File: src/hw/flash_prog_pkg.sv
// Constants, register map and state codes of the buffered flash programmer.
package flash_prog_pkg;
	// ****************************************************************
	// Widths and buffer
	// ****************************************************************
	localparam int AW        = 24;
	localparam int DW        = 16;
	localparam int IW        = 5;
	localparam int BUF_DEPTH = 32;
	localparam int BLOCK_LSB = 16;
	localparam int ALIGN_W   = 5;
	localparam int SYNC_CYC  = 2;
	// ****************************************************************
	// Flash command codes and status fields
	// ****************************************************************
	localparam logic [7:0]    CMD_LOAD    = 8'hE8;
	localparam logic [7:0]    CMD_CONFIRM = 8'hD0;
	localparam logic [IW-1:0] CNT_MAX_X16 = 5'h0F;
	localparam logic [IW-1:0] CNT_MAX_X8  = 5'h1F;
	localparam int            AVAIL_BIT   = 7;
	localparam int            READY_BIT   = 7;
	localparam logic [7:0]    ERR_MASK    = 8'h3A;
	// ****************************************************************
	// Pin timing
	// ****************************************************************
	localparam int CLK_PS      = 5000;
	localparam int T_SETUP_NS  = 10;
	localparam int T_WE_NS     = 70;
	localparam int T_OE_NS     = 100;
	localparam int T_RECOV_NS  = 30;
	localparam int SETUP_CYC   = (T_SETUP_NS * 1000 + CLK_PS - 1) / CLK_PS;
	localparam int WE_CYC      = (T_WE_NS * 1000 + CLK_PS - 1) / CLK_PS;
	localparam int OE_CYC      = (T_OE_NS * 1000 + CLK_PS - 1) / CLK_PS + SYNC_CYC;
	localparam int RECOV_CYC   = (T_RECOV_NS * 1000 + CLK_PS - 1) / CLK_PS;
	localparam logic [7:0] SETUP_LD = 8'(SETUP_CYC - 1);
	localparam logic [7:0] WE_LD    = 8'(WE_CYC - 1);
	localparam logic [7:0] OE_LD    = 8'(OE_CYC - 1);
	localparam logic [7:0] RECOV_LD = 8'(RECOV_CYC - 1);
	// ****************************************************************
	// Register map
	// ****************************************************************
	localparam logic [7:0] REG_CTRL    = 8'h00;
	localparam logic [7:0] REG_START   = 8'h04;
	localparam logic [7:0] REG_COUNT   = 8'h08;
	localparam logic [7:0] REG_STATUS  = 8'h0C;
	localparam int         BUF_SEL_BIT = 7;
	localparam int         CTRL_GO     = 0;
	localparam int         CTRL_X8     = 1;
	localparam int         STS_SR_LSB  = 8;
	localparam int         STS_XSR_LSB = 16;
	// ****************************************************************
	// State codes
	// ****************************************************************
	typedef enum logic [3:0] {
		ST_IDLE  = 4'h0,
		ST_CLR   = 4'h1,
		ST_LOAD  = 4'h2,
		ST_XPOLL = 4'h3,
		ST_COUNT = 4'h4,
		ST_DATA  = 4'h5,
		ST_CONF  = 4'h6,
		ST_SPOLL = 4'h7,
		ST_ARRAY = 4'h8
	} state_t;
	typedef enum logic [1:0] {
		PH_IDLE   = 2'h0,
		PH_SETUP  = 2'h1,
		PH_STROBE = 2'h2,
		PH_RECOV  = 2'h3
	} phase_t;
endpackage : flash_prog_pkg

File: src/hw/pin_sync.sv
// Two-stage synchroniser for the flash data pins.
`timescale 1ns/10ps
module pin_sync (
	input  wire logic                          clk_i,
	input  wire logic [flash_prog_pkg::DW-1:0] d_i,
	output logic      [flash_prog_pkg::DW-1:0] q_o
);
	logic [flash_prog_pkg::DW-1:0] meta_r;
	logic [flash_prog_pkg::DW-1:0] q_r;
	genvar g;
	generate
		for (g = 0; g < flash_prog_pkg::DW; g++) begin : g_bit
			always_ff @(posedge clk_i) begin
				meta_r[g] <= d_i[g];
				q_r[g]    <= meta_r[g];
			end
		end
	endgenerate
	assign q_o = q_r;
endmodule : pin_sync

File: src/hw/flash_bus_cycle.sv
// One strobed read or write cycle on the flash pins.
`timescale 1ns/10ps
module flash_bus_cycle (
	input  wire logic                          clk_i,
	input  wire logic                          rst_i,
	input  wire logic                          req_i,
	input  wire logic                          we_i,
	input  wire logic [flash_prog_pkg::AW-1:0] addr_i,
	input  wire logic [flash_prog_pkg::DW-1:0] wdata_i,
	input  wire logic [flash_prog_pkg::DW-1:0] dq_sync_i,
	output logic                               busy_o,
	output logic                               done_o,
	output logic      [flash_prog_pkg::DW-1:0] rdata_o,
	output logic                               ce_n_o,
	output logic                               we_n_o,
	output logic                               oe_n_o,
	output logic      [flash_prog_pkg::AW-1:0] addr_o,
	output logic      [flash_prog_pkg::DW-1:0] dq_o,
	output logic                               dq_oe_o
);
	flash_prog_pkg::phase_t        phase_r;
	flash_prog_pkg::phase_t        phase_nxt;
	logic [7:0]                    cnt_r;
	logic [7:0]                    cnt_nxt;
	logic                          we_r;
	logic                          done_r;
	logic                          ce_n_r;
	logic                          we_n_r;
	logic                          oe_n_r;
	logic                          dq_oe_r;
	logic [flash_prog_pkg::AW-1:0] addr_r;
	logic [flash_prog_pkg::DW-1:0] dq_r;
	logic [flash_prog_pkg::DW-1:0] rdata_r;
	logic                          zero;
	logic                          take;
	assign zero = (cnt_r == 8'h00);
	assign take = req_i && (phase_r == flash_prog_pkg::PH_IDLE);
	always_comb begin
		phase_nxt = phase_r;
		cnt_nxt   = zero ? cnt_r : cnt_r - 8'h01;
		case (phase_r)
			flash_prog_pkg::PH_IDLE: if (req_i) begin
				phase_nxt = flash_prog_pkg::PH_SETUP;
				cnt_nxt   = flash_prog_pkg::SETUP_LD;
			end
			flash_prog_pkg::PH_SETUP: if (zero) begin
				phase_nxt = flash_prog_pkg::PH_STROBE;
				cnt_nxt   = we_r ? flash_prog_pkg::WE_LD : flash_prog_pkg::OE_LD;
			end
			flash_prog_pkg::PH_STROBE: if (zero) begin
				phase_nxt = flash_prog_pkg::PH_RECOV;
				cnt_nxt   = flash_prog_pkg::RECOV_LD;
			end
			flash_prog_pkg::PH_RECOV: if (zero) begin
				phase_nxt = flash_prog_pkg::PH_IDLE;
			end
			default: phase_nxt = flash_prog_pkg::PH_IDLE;
		endcase
	end
	always_ff @(posedge clk_i) begin
		if (rst_i) begin
			phase_r <= flash_prog_pkg::PH_IDLE;
			cnt_r   <= 8'h00;
			done_r  <= 1'b0;
			ce_n_r  <= 1'b1;
			we_n_r  <= 1'b1;
			oe_n_r  <= 1'b1;
			dq_oe_r <= 1'b0;
		end else begin
			phase_r <= phase_nxt;
			cnt_r   <= cnt_nxt;
			done_r  <= (phase_r == flash_prog_pkg::PH_RECOV) && zero;
			ce_n_r  <= (phase_nxt == flash_prog_pkg::PH_IDLE);
			we_n_r  <= !((phase_nxt == flash_prog_pkg::PH_STROBE) && (take ? we_i : we_r));
			oe_n_r  <= !((phase_nxt == flash_prog_pkg::PH_STROBE) && !(take ? we_i : we_r));
			dq_oe_r <= (phase_nxt != flash_prog_pkg::PH_IDLE) && (take ? we_i : we_r);
		end
	end
	always_ff @(posedge clk_i) begin
		if (rst_i) begin
			we_r    <= 1'b0;
			addr_r  <= '0;
			dq_r    <= '0;
			rdata_r <= '0;
		end else if (take) begin
			we_r   <= we_i;
			addr_r <= addr_i;
			dq_r   <= wdata_i;
		end else if ((phase_r == flash_prog_pkg::PH_STROBE) && zero && !we_r) begin
			rdata_r <= dq_sync_i;
		end
	end
	assign busy_o  = (phase_r != flash_prog_pkg::PH_IDLE);
	assign done_o  = done_r;
	assign rdata_o = rdata_r;
	assign ce_n_o  = ce_n_r;
	assign we_n_o  = we_n_r;
	assign oe_n_o  = oe_n_r;
	assign addr_o  = addr_r;
	assign dq_o    = dq_r;
	assign dq_oe_o = dq_oe_r;
endmodule : flash_bus_cycle

File: src/hw/flash_write_buffer_programmer.sv
// Host-side controller that programs a flash through its write buffer.
`timescale 1ns/10ps
// How it works
// Device buffer holds sixteen words, thirty-two bytes.
// Sequence opens with load code to block.
// Availability byte bit seven means buffer free.
// Unavailable buffer: reissue load, poll again.
// Word mode count code is items minus one.
// Byte mode count codes reach thirty-two bytes.
// All addresses stay inside one block range.
// Data items in order, then confirm code.
// Device shows status byte while programming.
// Status bit seven low means engine busy.
// After ready, check remaining status bits.
// Error bits four or five block loads.
// Bit four flags a program failure.
// Bits four and five flag bad sequence.
// Bits four and three flag supply lockout.
// Bits one and four flag locked block.
// Clear status after any error, then retry.
// Read-array command returns device to reads.
// Aligned full buffers program fastest.
// Confirm starts programming; bit seven rises after.
module flash_write_buffer_programmer #(
	parameter logic [7:0] CLEAR_CODE      = 8'h50,
	parameter logic [7:0] READ_ARRAY_CODE = 8'hFF
) (
	input  wire logic                          clk_i,
	input  wire logic                          rst_i,
	input  wire logic                          wb_cyc_i,
	input  wire logic                          wb_stb_i,
	input  wire logic                          wb_we_i,
	input  wire logic [7:0]                    wb_adr_i,
	input  wire logic [3:0]                    wb_sel_i,
	input  wire logic [31:0]                   wb_dat_i,
	output logic      [31:0]                   wb_dat_o,
	output logic                               wb_ack_o,
	output logic                               flash_ce_n_o,
	output logic                               flash_we_n_o,
	output logic                               flash_oe_n_o,
	output logic                               flash_byte_n_o,
	output logic      [flash_prog_pkg::AW-1:0] flash_addr_o,
	output logic      [flash_prog_pkg::DW-1:0] flash_dq_o,
	output logic                               flash_dq_oe_o,
	input  wire logic [flash_prog_pkg::DW-1:0] flash_dq_i
);
	// ****************************************************************
	// Declarations
	// ****************************************************************
	flash_prog_pkg::state_t        state_r;
	flash_prog_pkg::state_t        state_nxt;
	logic [flash_prog_pkg::IW-1:0] idx_r;
	logic [flash_prog_pkg::IW-1:0] idx_nxt;
	logic                          wait_r;
	logic                          x8_r;
	logic [flash_prog_pkg::AW-1:0] start_r;
	logic [flash_prog_pkg::IW-1:0] count_r;
	logic [flash_prog_pkg::DW-1:0] buf_r [flash_prog_pkg::BUF_DEPTH];
	logic                          flash_err_r;
	logic                          refused_r;
	logic                          aligned_r;
	logic                          done_r;
	logic [7:0]                    sr_r;
	logic [7:0]                    xsr_r;
	logic                          ack_r;
	logic [31:0]                   dat_r;
	logic                          hit;
	logic                          wr;
	logic                          open_cfg;
	logic                          sel_ctrl;
	logic                          sel_start;
	logic                          sel_count;
	logic                          sel_status;
	logic                          sel_buf;
	logic [flash_prog_pkg::IW-1:0] bidx;
	logic [31:0]                   wmask;
	logic                          new_x8;
	logic                          go;
	logic [flash_prog_pkg::IW-1:0] cnt_max;
	logic [flash_prog_pkg::AW-1:0] end_addr;
	logic                          bad;
	logic                          go_ok;
	logic [31:0]                   status_word;
	logic [31:0]                   rd_word;
	logic                          req;
	logic                          req_we;
	logic [flash_prog_pkg::AW-1:0] req_addr;
	logic [flash_prog_pkg::DW-1:0] req_wdata;
	logic [flash_prog_pkg::DW-1:0] item;
	logic                          eng_busy;
	logic                          eng_done;
	logic                          eng_take;
	logic [flash_prog_pkg::DW-1:0] eng_rdata;
	logic [flash_prog_pkg::DW-1:0] dq_sync;
	logic                          avail;
	logic                          ready;
	logic                          last;
	// ****************************************************************
	// Register bus decode
	// ****************************************************************
	assign hit        = wb_cyc_i && wb_stb_i && !ack_r;
	assign wr         = hit && wb_we_i;
	assign open_cfg   = (state_r == flash_prog_pkg::ST_IDLE);
	assign sel_ctrl   = (wb_adr_i == flash_prog_pkg::REG_CTRL);
	assign sel_start  = (wb_adr_i == flash_prog_pkg::REG_START);
	assign sel_count  = (wb_adr_i == flash_prog_pkg::REG_COUNT);
	assign sel_status = (wb_adr_i == flash_prog_pkg::REG_STATUS);
	assign sel_buf    = wb_adr_i[flash_prog_pkg::BUF_SEL_BIT];
	assign bidx       = wb_adr_i[flash_prog_pkg::IW+1:2];
	assign wmask      = {{8{wb_sel_i[3]}}, {8{wb_sel_i[2]}}, {8{wb_sel_i[1]}}, {8{wb_sel_i[0]}}};
	assign new_x8     = wb_sel_i[0] ? wb_dat_i[flash_prog_pkg::CTRL_X8] : x8_r;
	assign go         = wr && sel_ctrl && open_cfg && wb_sel_i[0] && wb_dat_i[flash_prog_pkg::CTRL_GO];
	// ****************************************************************
	// Start checks
	// ****************************************************************
	assign cnt_max  = new_x8 ? flash_prog_pkg::CNT_MAX_X8 : flash_prog_pkg::CNT_MAX_X16;
	assign end_addr = start_r + flash_prog_pkg::AW'(count_r);
	assign bad      = (count_r > cnt_max) ||
		(end_addr[flash_prog_pkg::AW-1:flash_prog_pkg::BLOCK_LSB] !=
		start_r[flash_prog_pkg::AW-1:flash_prog_pkg::BLOCK_LSB]);
	assign go_ok    = go && !bad;
	assign status_word = {8'h00, xsr_r, sr_r, 3'h0, aligned_r, refused_r, flash_err_r || refused_r, done_r, !open_cfg};
	assign rd_word  = sel_ctrl ? {30'h0, x8_r, 1'b0} :
		sel_start ? {8'h00, start_r} :
		sel_count ? {27'h0, count_r} :
		sel_status ? status_word :
		sel_buf ? {16'h0000, buf_r[bidx]} : 32'h0;
	// ****************************************************************
	// Register file
	// ****************************************************************
	always_ff @(posedge clk_i) begin
		if (rst_i) begin
			ack_r <= 1'b0;
			dat_r <= 32'h0;
		end else begin
			ack_r <= hit;
			dat_r <= hit ? rd_word : dat_r;
		end
	end
	always_ff @(posedge clk_i) begin
		if (rst_i) begin
			x8_r    <= 1'b0;
			start_r <= '0;
			count_r <= '0;
		end else if (wr && open_cfg) begin
			x8_r    <= sel_ctrl ? new_x8 : x8_r;
			start_r <= sel_start ? (start_r & ~wmask[flash_prog_pkg::AW-1:0]) |
				(wb_dat_i[flash_prog_pkg::AW-1:0] & wmask[flash_prog_pkg::AW-1:0]) : start_r;
			count_r <= (sel_count && wb_sel_i[0]) ? wb_dat_i[flash_prog_pkg::IW-1:0] : count_r;
		end
	end
	always_ff @(posedge clk_i) begin
		if (wr && open_cfg && sel_buf) begin
			buf_r[bidx] <= (buf_r[bidx] & ~wmask[flash_prog_pkg::DW-1:0]) |
				(wb_dat_i[flash_prog_pkg::DW-1:0] & wmask[flash_prog_pkg::DW-1:0]);
		end
	end
	// ****************************************************************
	// Result flags
	// ****************************************************************
	always_ff @(posedge clk_i) begin
		if (rst_i) begin
			done_r      <= 1'b0;
			refused_r   <= 1'b0;
			aligned_r   <= 1'b0;
			flash_err_r <= 1'b0;
		end else begin
			if (go) begin
				done_r    <= bad;
				refused_r <= bad;
				aligned_r <= (start_r[flash_prog_pkg::ALIGN_W-1:0] == '0) && (count_r == cnt_max);
			end else if ((state_r == flash_prog_pkg::ST_ARRAY) && eng_done) begin
				done_r <= 1'b1;
			end
			if ((state_r == flash_prog_pkg::ST_CLR) && eng_done) begin
				flash_err_r <= 1'b0;
			end else if ((state_r == flash_prog_pkg::ST_SPOLL) && eng_done && ready) begin
				flash_err_r <= |(eng_rdata[7:0] & flash_prog_pkg::ERR_MASK);
			end
		end
	end
	always_ff @(posedge clk_i) begin
		if (rst_i) begin
			sr_r  <= 8'h00;
			xsr_r <= 8'h00;
		end else begin
			sr_r  <= ((state_r == flash_prog_pkg::ST_SPOLL) && eng_done) ? eng_rdata[7:0] : sr_r;
			xsr_r <= ((state_r == flash_prog_pkg::ST_XPOLL) && eng_done) ? eng_rdata[7:0] : xsr_r;
		end
	end
	// ****************************************************************
	// Sequencer
	// ****************************************************************
	assign avail = eng_rdata[flash_prog_pkg::AVAIL_BIT];
	assign ready = eng_rdata[flash_prog_pkg::READY_BIT];
	assign last  = (idx_r == count_r);
	always_comb begin
		state_nxt = state_r;
		idx_nxt   = idx_r;
		case (state_r)
			flash_prog_pkg::ST_IDLE: if (go_ok) begin
				state_nxt = flash_err_r ? flash_prog_pkg::ST_CLR : flash_prog_pkg::ST_LOAD;
			end
			flash_prog_pkg::ST_CLR: if (eng_done) begin
				state_nxt = flash_prog_pkg::ST_LOAD;
			end
			flash_prog_pkg::ST_LOAD: if (eng_done) begin
				state_nxt = flash_prog_pkg::ST_XPOLL;
			end
			flash_prog_pkg::ST_XPOLL: if (eng_done) begin
				state_nxt = avail ? flash_prog_pkg::ST_COUNT : flash_prog_pkg::ST_LOAD;
			end
			flash_prog_pkg::ST_COUNT: if (eng_done) begin
				state_nxt = flash_prog_pkg::ST_DATA;
				idx_nxt   = '0;
			end
			flash_prog_pkg::ST_DATA: if (eng_done) begin
				state_nxt = last ? flash_prog_pkg::ST_CONF : flash_prog_pkg::ST_DATA;
				idx_nxt   = last ? idx_r : idx_r + 1'b1;
			end
			flash_prog_pkg::ST_CONF: if (eng_done) begin
				state_nxt = flash_prog_pkg::ST_SPOLL;
			end
			flash_prog_pkg::ST_SPOLL: if (eng_done) begin
				state_nxt = ready ? flash_prog_pkg::ST_ARRAY : flash_prog_pkg::ST_SPOLL;
			end
			flash_prog_pkg::ST_ARRAY: if (eng_done) begin
				state_nxt = flash_prog_pkg::ST_IDLE;
			end
			default: state_nxt = flash_prog_pkg::ST_IDLE;
		endcase
	end
	always_ff @(posedge clk_i) begin
		if (rst_i) begin
			state_r <= flash_prog_pkg::ST_IDLE;
			idx_r   <= '0;
			wait_r  <= 1'b0;
		end else begin
			state_r <= state_nxt;
			idx_r   <= idx_nxt;
			wait_r  <= eng_done ? 1'b0 : (eng_take ? 1'b1 : wait_r);
		end
	end
	// ****************************************************************
	// Flash cycle requests
	// ****************************************************************
	assign req      = !open_cfg && !wait_r;
	assign eng_take = req && !eng_busy;
	assign req_we   = (state_r != flash_prog_pkg::ST_XPOLL) && (state_r != flash_prog_pkg::ST_SPOLL);
	assign req_addr = (state_r == flash_prog_pkg::ST_DATA) ?
		start_r + flash_prog_pkg::AW'(idx_r) : start_r;
	assign item     = x8_r ? {8'h00, buf_r[idx_r][7:0]} : buf_r[idx_r];
	always_comb begin
		case (state_r)
			flash_prog_pkg::ST_CLR:   req_wdata = {8'h00, CLEAR_CODE};
			flash_prog_pkg::ST_LOAD:  req_wdata = {8'h00, flash_prog_pkg::CMD_LOAD};
			flash_prog_pkg::ST_COUNT: req_wdata = {11'h000, count_r};
			flash_prog_pkg::ST_DATA:  req_wdata = item;
			flash_prog_pkg::ST_CONF:  req_wdata = {8'h00, flash_prog_pkg::CMD_CONFIRM};
			flash_prog_pkg::ST_ARRAY: req_wdata = {8'h00, READ_ARRAY_CODE};
			default:                  req_wdata = 16'h0000;
		endcase
	end
	pin_sync u_sync (
		.clk_i (clk_i),
		.d_i   (flash_dq_i),
		.q_o   (dq_sync)
	);
	flash_bus_cycle u_cycle (
		.clk_i     (clk_i),
		.rst_i     (rst_i),
		.req_i     (req),
		.we_i      (req_we),
		.addr_i    (req_addr),
		.wdata_i   (req_wdata),
		.dq_sync_i (dq_sync),
		.busy_o    (eng_busy),
		.done_o    (eng_done),
		.rdata_o   (eng_rdata),
		.ce_n_o    (flash_ce_n_o),
		.we_n_o    (flash_we_n_o),
		.oe_n_o    (flash_oe_n_o),
		.addr_o    (flash_addr_o),
		.dq_o      (flash_dq_o),
		.dq_oe_o   (flash_dq_oe_o)
	);
	assign flash_byte_n_o = !x8_r;
	assign wb_ack_o       = ack_r;
	assign wb_dat_o       = dat_r;
endmodule : flash_write_buffer_programmer

File: config.mk
export PLATFORM = sky130hd
export DESIGN_NAME = flash_write_buffer_programmer
export DESIGN_NICKNAME = d
export VERILOG_FILES = /design/src/hw/flash_prog_pkg.sv /design/src/hw/pin_sync.sv /design/src/hw/flash_bus_cycle.sv /design/src/hw/flash_write_buffer_programmer.sv
export SDC_FILE = /design/constraint.sdc
export NUM_CORES = 1
export LEC_CHECK = 0
export ABC_CLOCK_PERIOD_IN_PS = 8650
export BUFFER_PORTS_ARGS = -buffer_cell sky130_fd_sc_hd__buf_2
export CAP_MARGIN = 20
export CELL_PAD_IN_SITES_DETAIL_PLACEMENT = 1
export CELL_PAD_IN_SITES_GLOBAL_PLACEMENT = 1
export CORE_MARGIN = 1.5
export CORE_UTILIZATION = 50
export CTS_CLUSTER_DIAMETER = 60
export DETAILED_ROUTE_END_ITERATION = 10
export PLACE_DENSITY = 0.79
export SLEW_MARGIN = 30
export SYNTH_ARGS = -nofsm -noshare
export SYNTH_HDL_FRONTEND = slang
export SYNTH_SLANG_ARGS = --single-unit
File: constraint.sdc
create_clock -name clk_i -period 8.65 [get_ports clk_i]
set_input_delay 1.73 -clock clk_i [delete_from_list [all_inputs] [get_ports clk_i]]
set_output_delay 1.73 -clock clk_i [all_outputs]
set_load 0.1 [all_outputs]
* Word-level counts from Yosys, hierarchy flattened
Memory sizes are Yosys's and may differ from the RTL's. A register that Yosys moved wholly into a read port is not among the register bits.
Cells that the tools add are included.
** Storage, ports and cells
- Register bits :: 173
- RAM bits :: 512
- Memories :: 1
** Operators by class
- $add $sub $neg :: 4
- $lt $le $gt $ge :: 1
- Eq/ne operators :: 30
- Muxes and demuxes :: 46
- Bitwise logic cells :: 9
- Reduce and logical (&&, ||, !) cells :: 58
** Memories
- buf_r :: depth 32, width 16, read ports 2, clocked after memory_dff 1, wr ports 1, line flash_write_buffer_programmer.sv:58 : logic [flash_prog_pkg::DW-1:0] buf_r [flash_prog_pkg::BUF_DEPTH];
** Operators with widths (count)
- 24-bit 2-to-1 mux :: 5
- 16-bit case mux with 6 select lines :: 1
- 24-bit by 5-bit adder with 24-bit output :: 2
- 24-bit bitwise AND :: 2
- 4-bit 2-to-1 mux :: 10
- 4-bit case mux with 9 select lines :: 1
- 5-bit 2-to-1 mux :: 7
- 16-bit bitwise AND :: 2
- 16-bit 2-to-1 mux :: 2
- 8-bit 2-to-1 mux :: 4
- 1-bit logical AND :: 27
- 24-bit inverter :: 1
- 24-bit OR :: 1
- 8-bit case mux with 3 select lines :: 1
- 2-bit by 1-bit != test with 1-bit output, second input constant :: 9
- 4-bit by 3-bit equality test with 1-bit output, second input constant :: 4
- 8-bit by 4-bit equality test with 1-bit output, second input constant :: 2
- 8-bit logical NOT :: 2
- 16-bit inverter :: 1
- 16-bit OR :: 1
- 2-bit 2-to-1 mux :: 6
- 5-bit equality test :: 2
- 1-bit logical NOT :: 10
- 5-bit case mux with 2 select lines :: 1
- 27 further kinds :: 44

* Depth between registers and ports, before layout
Gate-level depths: netlist of run 1.
- Word-level depth :: 10
- Depth in mapped cells :: 10

* Modules after synthesis
A second synthesis of run 1 with hierarchy kept.
** Second synthesis, totals
- Cell total of the unflattened synthesis :: 2093
- Area, all modules :: 31854.3 um^2
** Modules (own cells, without submodules)
- flash_write_buffer_programmer :: times used 1, cells an instance 1726, area each 28398.5 um^2, sequential area each 17176.5 um^2
- flash_bus_cycle :: times used 1, cells an instance 335, area each 2815.2 um^2, sequential area each 1441.4 um^2
- pin_sync :: times used 1, cells an instance 32, area each 640.6 um^2, sequential area each 640.6 um^2

* Worst setup path after synthesis of run 1
OpenSTA, ideal clock, no wires.
- Kind :: input to register
- Start :: input wb_adr_i[2]
- End :: memory buf_r[11][0] in the netlist's numbering, enable pin
- Library setup time :: 389 ps
- Arrival :: 3695 ps
- Setup slack :: 4566 ps
- Stages on the path :: 6
- Cells stage by stage :: buf_2 buf_2 buf_2 clkbuf_1 nand4_1 nor2_1
** RTL lines
- from (decl) :: line flash_write_buffer_programmer.sv:33 : input wire logic [7:0] wb_adr_i,
- to (decl) :: line flash_write_buffer_programmer.sv:58
Straight into the memory's write port.

* Worst setup path in the final report of run 1
- Start :: input wb_adr_i[3]
- End :: memory buf_r[0][4] in the netlist's numbering, data pin
** Between the ends
- Word-level cells in the longest chain between the ends :: 3
** RTL lines
- memory 32 x 16 bit
- 16-bit bitwise AND :: line flash_write_buffer_programmer.sv:154 : buf_r[bidx] <= (buf_r[bidx] & ~wmask[flash_prog_pkg::DW-1:0]) |
- 16-bit OR :: line flash_write_buffer_programmer.sv:154
No other way between the ends.

==> results of run 1 <==
layer usage:
metal	wire, um	vias to the layer above	GRT usage [%]
li1	-	8594	-
met1	36480	10892	39.93
met2	50260	1326	53.63
met3	10420	339	7.518
met4	5228	12	16.10
met5	152	-	1.158
power by group through the flow:
| stage | sequential (W) | clock [W] | combinational, W |
|---|---|---|---|
| after global placement | 0.00368 | 0 | 0.000449 |
| final | 0.00361 | 0.00315 | 0.000486 |
| after detailed placement | 0.00368 | 0 | 0.000469 |
| after floorplan | 0.00369 | 0 | 0.000316 |
| after global routing | 0.00362 | 0.00325 | 0.000523 |
| after CTS | 0.00361 | 0.00315 | 0.000476 |
cells in the final DEF, fill, tap and decap left out, types with 20 or more instances in the layout:
master,netlist,routed
a211oi_1,31,31
a21oi_1,91,91
a22oi_1,89,89
buf_2,37,114
buf_4,8,46
clkbuf_1,91,20
clkbuf_16,0,75
dfxtp_1,170,168
edfxtp_1,512,512
mux2_2,22,22
mux2i_1,123,123
mux4_2,217,217
nand2_1,107,107
nand3_1,47,47
nor2_1,136,101
nor2_2,0,22
nor3_1,29,27
nor4_1,23,22
o21ai_0,41,41
o22ai_1,45,45
worst max-delay path: stages:
cell and delay [ns]:
clkbuf_8 0.40, buf_12 0.69, mux2i_1 0.39, o22ai_1 0.14, nor4_1 0.43, nand2_1 0.27
mux2_2 0.53
worst paths after layout:
kind         cells past startpoint       endpoint              from
max reg2reg                      5   buf_r[31][4]        state_r[0]
max                              7    buf_r[0][4]       wb_adr_i[3]
min                              0  u_sync.q_o[3]  u_sync.meta_r[3]
min reg2reg                      0  u_sync.q_o[3]  u_sync.meta_r[3]
cell families (layout without fill, tap and decap cells):
group	count (synthesis)	after routing	synth area share (%)
other cells	1	10	0.01206
xor+xnor	31	31	0.8735
mux	362	362	20.48
buf+inv	174	311	2.347
simple gates	450	450	7.270
compound gates	372	372	8.015
flops	682	682	60.41
fa+ha+maj	14	14	0.5877
layout make-up:
class                   count  area share (%)
diodes                      2         0.01428
clock buffers             102           5.792
clock inverters            28          0.8962
inverters                  16          0.1714
multi-input cells        1237           33.66
flip-flops and latches    682           53.61
well taps                 837           2.989
repair buffers            165           2.864
sequential cells by signal, indices dropped and copies added, names as in the netlist, 2 cells and up, named ones only:
| name | flops |
|---|---|
| buf_r | 512 |
| xsr_r | 8 |
| wb_dat_o | 24 |
| u_cycle.addr_o | 24 |
| count_r | 5 |
| u_sync.meta_r | 8 |
| state_r | 4 |
| u_sync.q_o | 8 |
| u_cycle.phase_r | 2 |
| idx_r | 5 |
| u_cycle.cnt_r | 8 |
| sr_r | 8 |
| u_cycle.rdata_o | 8 |
| u_cycle.dq_o | 16 |
stage by stage:
step	hold WS, ns	setup slack (ns)	utilization, %	instances	instance area (um^2)
after floorplan	0.3096	4.566	-	2093	31110
after global placement	0.3125	3.722	52.98	2935	32640
final	0.3284	4.148	56.89	3069	35040
after global routing	0.3330	4.058	56.88	3067	35040
after CTS	0.3302	4.247	56.79	3065	34980
after detailed placement	0.3150	3.609	52.99	2935	32640
==> flow_summary_export.csv, run 1 <==
group,metric,value,unit
layout,area_growth,12.74,%
min_path,hold_path_class,"register to register",
drt,antenna_left,0,
drt,via_per_inst,6.896,
drt,drt-total-wl,102.5,mm
global_route,grt_pass1_wl,149.0,mm
sta,fin_skew,0.03109,ns
synthesis,yosys.area.top_type,"edfxtp_1",
run,maxCapViolations,0,
sta,hold_viol_final,0,
clock_network,cts_resized,0,
power,finalPower,0.007245,W
drt,drt_first_pass_iters,6,
sta,timing.fmax,222.1,MHz
synthesis,ys.flop_type,"edfxtp_1",
setup_path,r2r_setup_slack,4.63,ns
power,p_leak,11.43,nW
clock_network,path_clk_slew,0.06,ns
sta,finalSetupViolCount,0,
sta,max_slew.worst_pin.slew,1.095,ns
synthesis,synth_top_area_share,49.46,%
clock_network,clkLatencyLatePin,0.64,ns
die,rows,91,
clock_network,clock_path_buffers,3,
drt,wire_per_inst,33.41,um
sta,maxSlewViolCount,0,
synthesis,synth_edf_count,512,
global_route,grt_pass1_vias,21862,
global_route,antenna_found_initial,7,
synthesis,synth_area_leaders,"edfxtp_1, mux4_2, dfxtp_1, mux2i_1, a22oi_1",
clock_network,cts.sinks,682,
global_route,gr-usage-all-layers,32.37,%
power,combinationalPowerShare,6.7,%
setup_path,cp-end-kind,"register",
clock_network,cts_tree,"yes",
synthesis,avgSynthCellArea,14.90,um^2
global_route,grt_max_degree,139,
layout,fin_nets,2254,
sta,rsz0062_at_grt,"no",
synthesis,yosysUniqueCellTypes,71,
synthesis,synth_seq_area_share,60.41,%
power,ir_drop,122.9,uV
drt,drc_errors,0,
sta,slew-limit-headroom,26.97,%
run_status,outcome,"completed",
layout,drive_gt1_share,25.65,%
die,die_h,252.3,um
power,p_per_area,206.8,mW/mm^2
power,power_frac_clock,43.4,%
power,pwr-share-seq,49.9,%
synthesis,synth_common_cells,"edfxtp_1, mux4_2, dfxtp_1",
die,pin_count,143,
die,die_w,252.3,um
power,power.switching,0.001706,W
layout,multiInputGateArea,0.01180,mm^2
power,p_sw_share,23.54,%
layout,regArea,0.01879,mm^2
synthesis,ys_seq_elements,682,
die,dieArea,0.06367,mm^2
place,post-dp-hpwl,63.80,mm
synthesis,synth_cells,2086,
synthesis,netlist_area,0.03108,mm^2
place,port_buffers,117,
sta,layout_min_cycle_time,4.502,ns
clock_network,numCtsBuffers,73,
synthesis,yosysWarnings,0,
clock_network,root_buffer,"clkbuf_16",
setup_path,cp-start-kind,"primary input",
clock_network,post_cts_buffers,0,
setup_path,critPathKind,"primary input to register",
clock_network,hold_buffers,0,
setup_path,cp_data_arrival_time,4.78,ns
clock_network,htreeDepth,3,
sta,tns,0,ns
drt,via_count,21163,
drt,drt_first_iter_violations,2543,
layout,fill_cells,5735,
synthesis,yosys.cell_count.top_type,"edfxtp_1",
synthesis,async_flop_share,0,%
setup_path,cp_max_fo,138,
power,p_int,0.005539,W
setup_path,required,8.93,ns
die,coreArea,0.06160,mm^2
global_route,gr-total-overflow,0,
sta,finalCritPeriodShare,52.05,%
place,place.gp.congestion,0.8692,
die,start_util,50.46,%
Power figures use the tool's default switching activity.
==> run 2, diff against run 1 <==
- ABC_CLOCK_PERIOD_IN_PS: 8650 -> 4440
- clock period: 8.65 -> 4.44 ns (I/O delays scaled with it)
==> run 2 against run 1 <==
Effect of this change: sequential power rose by 95%; design area rose by 0.74%; register-to-register slack got worse by 3.7 ns; final cell count rose by 1.3%; power rose by 92%; worst setup slack got worse by 3.2 ns; first-iteration DRC count fell by 3.5%; global-route usage fell by 0.59 points; critical path depth fell by 2; flip-flop and latch count did not move; critical path type is now register to register; highest routed layer unchanged.
==> flow_summary_export.csv, run 2 (synthesized netlist as in run 1, its figures left out) <==
group,metric,value,unit
die,coreArea,0.06160,mm^2
power,p_per_area,394.7,mW/mm^2
layout,final_common_cell,"edfxtp_1",
clock_network,path_clk_slew,0.06,ns
drt,drt_first_iter_violations,2454,
setup_path,cp_slowest_cell,"nor2_2",
sta,slew-limit-headroom,35.28,%
sta,hold_ws,0.3265,ns
clock_network,cts_tree,"yes",
setup_path,cp-startpoint,"state_r[0]",
layout,area_growth,13.57,%
drt,met2_wirelength,48.57,mm
sta,rsz0062_at_grt,"no",
power,ir_drop,238.4,uV
clock_network,clock_path_buffers,3,
sta,maxSlewViolCount,0,
drt,wl_met1,36.58,mm
global_route,grt_pass1_vias,22109,
die,die_h,252.3,um
layout,fin_nets,2292,
min_path,hold_path_class,"register to register",
sta,fin_skew,0.03172,ns
drt,antenna_left,0,
clock_network,clkLatencyLatePin,0.64,ns
sta,timing.fmax,282.6,MHz
setup_path,cp-end-kind,"register",
setup_path,r2r_start,"state_r[0]",
global_route,grt_pass1_wl,147.5,mm
sta,hold_viol_final,0,
clock_network,numCtsBuffers,71,
sta,layout_min_cycle_time,3.538,ns
power,p_leak,11.64,nW
setup_path,path_delay_family,"simple AND/OR/NAND/NOR gates",
clock_network,hold_buffers,0,
setup_path,required,4.76,ns
sta,finalSetupViolCount,0,
clock_network,cts_resized,0,
die,rows,91,
drt,drt_first_pass_iters,7,
clock_network,post_cts_buffers,0,
sta,finalCritPeriodShare,79.69,%
setup_path,cp_max_fo,22,
die,dieArea,0.06367,mm^2
clock_network,root_buffer,"clkbuf_16",
layout,drive_gt1_share,26.74,%
drt,wl_met3,10.05,mm
global_route,antenna_found_initial,4,
place,port_buffers,117,
run,maxCapViolations,0,
layout,regMostFlops,"buf_r",
die,pin_count,143,
global_route,gr-usage-all-layers,31.78,%
clock_network,htreeDepth,3,
setup_path,cp_data_arrival_time,3.86,ns
place,place.gp.congestion,0.9114,
drt,via_count,21280,
layout,largest_register_ffs,512,
drt,drt-total-wl,100.7,mm
min_path,min_from,"u_sync.meta_r[3]",
run_status,outcome,"completed",
place,post-dp-hpwl,66.54,mm
clock_network,cts.sinks,682,
sta,tns,0,ns
layout,final_cell_mix,"edfxtp_1, mux4_2, dfxtp_1, mux2i_1, buf_2",
drt,via_per_inst,6.845,
drt,drc_errors,0,
setup_path,critPathKind,"register to register",
setup_path,path_cells,"nor4_4 -> and3_1 -> nand3_1 -> nor2_2 -> buf_4",
layout,fill_cells,5764,
setup_path,critPathMaxStageDelay,0.75,ns
drt,wire_per_inst,32.38,um
die,start_util,50.46,%
die,die_w,252.3,um
global_route,gr-total-overflow,0,
global_route,grt_max_degree,94,
setup_path,cp-start-kind,"register",
sta,max_slew.worst_pin.slew,0.9709,ns
drt,top_layer,"met5",
setup_path,worst-path-buf-inv,1,
run 2: report_power, final:
group	internal (W)	leakage [nW]	switching, W	total (W)
clock network	0.00334	1.11	0.00259	0.00593
registers	0.00700	5.99	0.0000395	0.00704
logic	0.000299	4.53	0.000668	0.000967
total	0.0106	11.6	0.00330	0.0139
run 2: path summary, 6_finish.rpt:
kind                   end  slack, ns  cells after the start
min reg2reg  u_sync.q_o[3]       0.33                      0
max          buf_r[30][14]       0.90                      5
min          u_sync.q_o[3]       0.33                      0
max reg2reg  buf_r[30][14]       0.90                      5
run 2: area by class of cell:
class / count / area (um^2) / area share [%]
tap: 837 / 1047 / 2.967
multi-input combinational: 1237 / 11720 / 33.20
sequential: 682 / 18790 / 53.22
clock buffer: 94 / 1941 / 5.497
timing repair buffer: 205 / 1418 / 4.016
inverter: 16 / 60.06 / 0.1701
antenna: 2 / 5.005 / 0.01418
clock inverter: 36 / 325.3 / 0.9216
run 2: worst reg2reg max path, delay by kind of cell, from the launching register on:
family                 cells  cell delay, ns
buffers and inverters      1            0.31
flip-flops                 1            0.57
AND/OR/NAND/NOR            4            2.36
run 2: routing by layer:
layer / vias up / global-route usage [%]
met2: 1323 / 51.76
met5: - / 0
met4: 10 / 17.09
li1: 8689 / -
met1: 10938 / 40.09
met3: 320 / 6.632
run 2: through the flow:
step	instances	cell area [um^2]	total power, W	util, %	setup WS [ns]
6_report	3109	35300	0.01393	57.31	0.9017
3_3_place_gp	2977	33020	0.008064	53.60	0.7154
4_1_cts	3107	35290	0.01395	57.29	0.9867
5_1_grt	3107	35300	0.01422	57.30	0.8386
2_1_floorplan	2093	31110	0.007811	-	1.198
3_5_place_dp	2977	33030	0.008123	53.61	0.5888
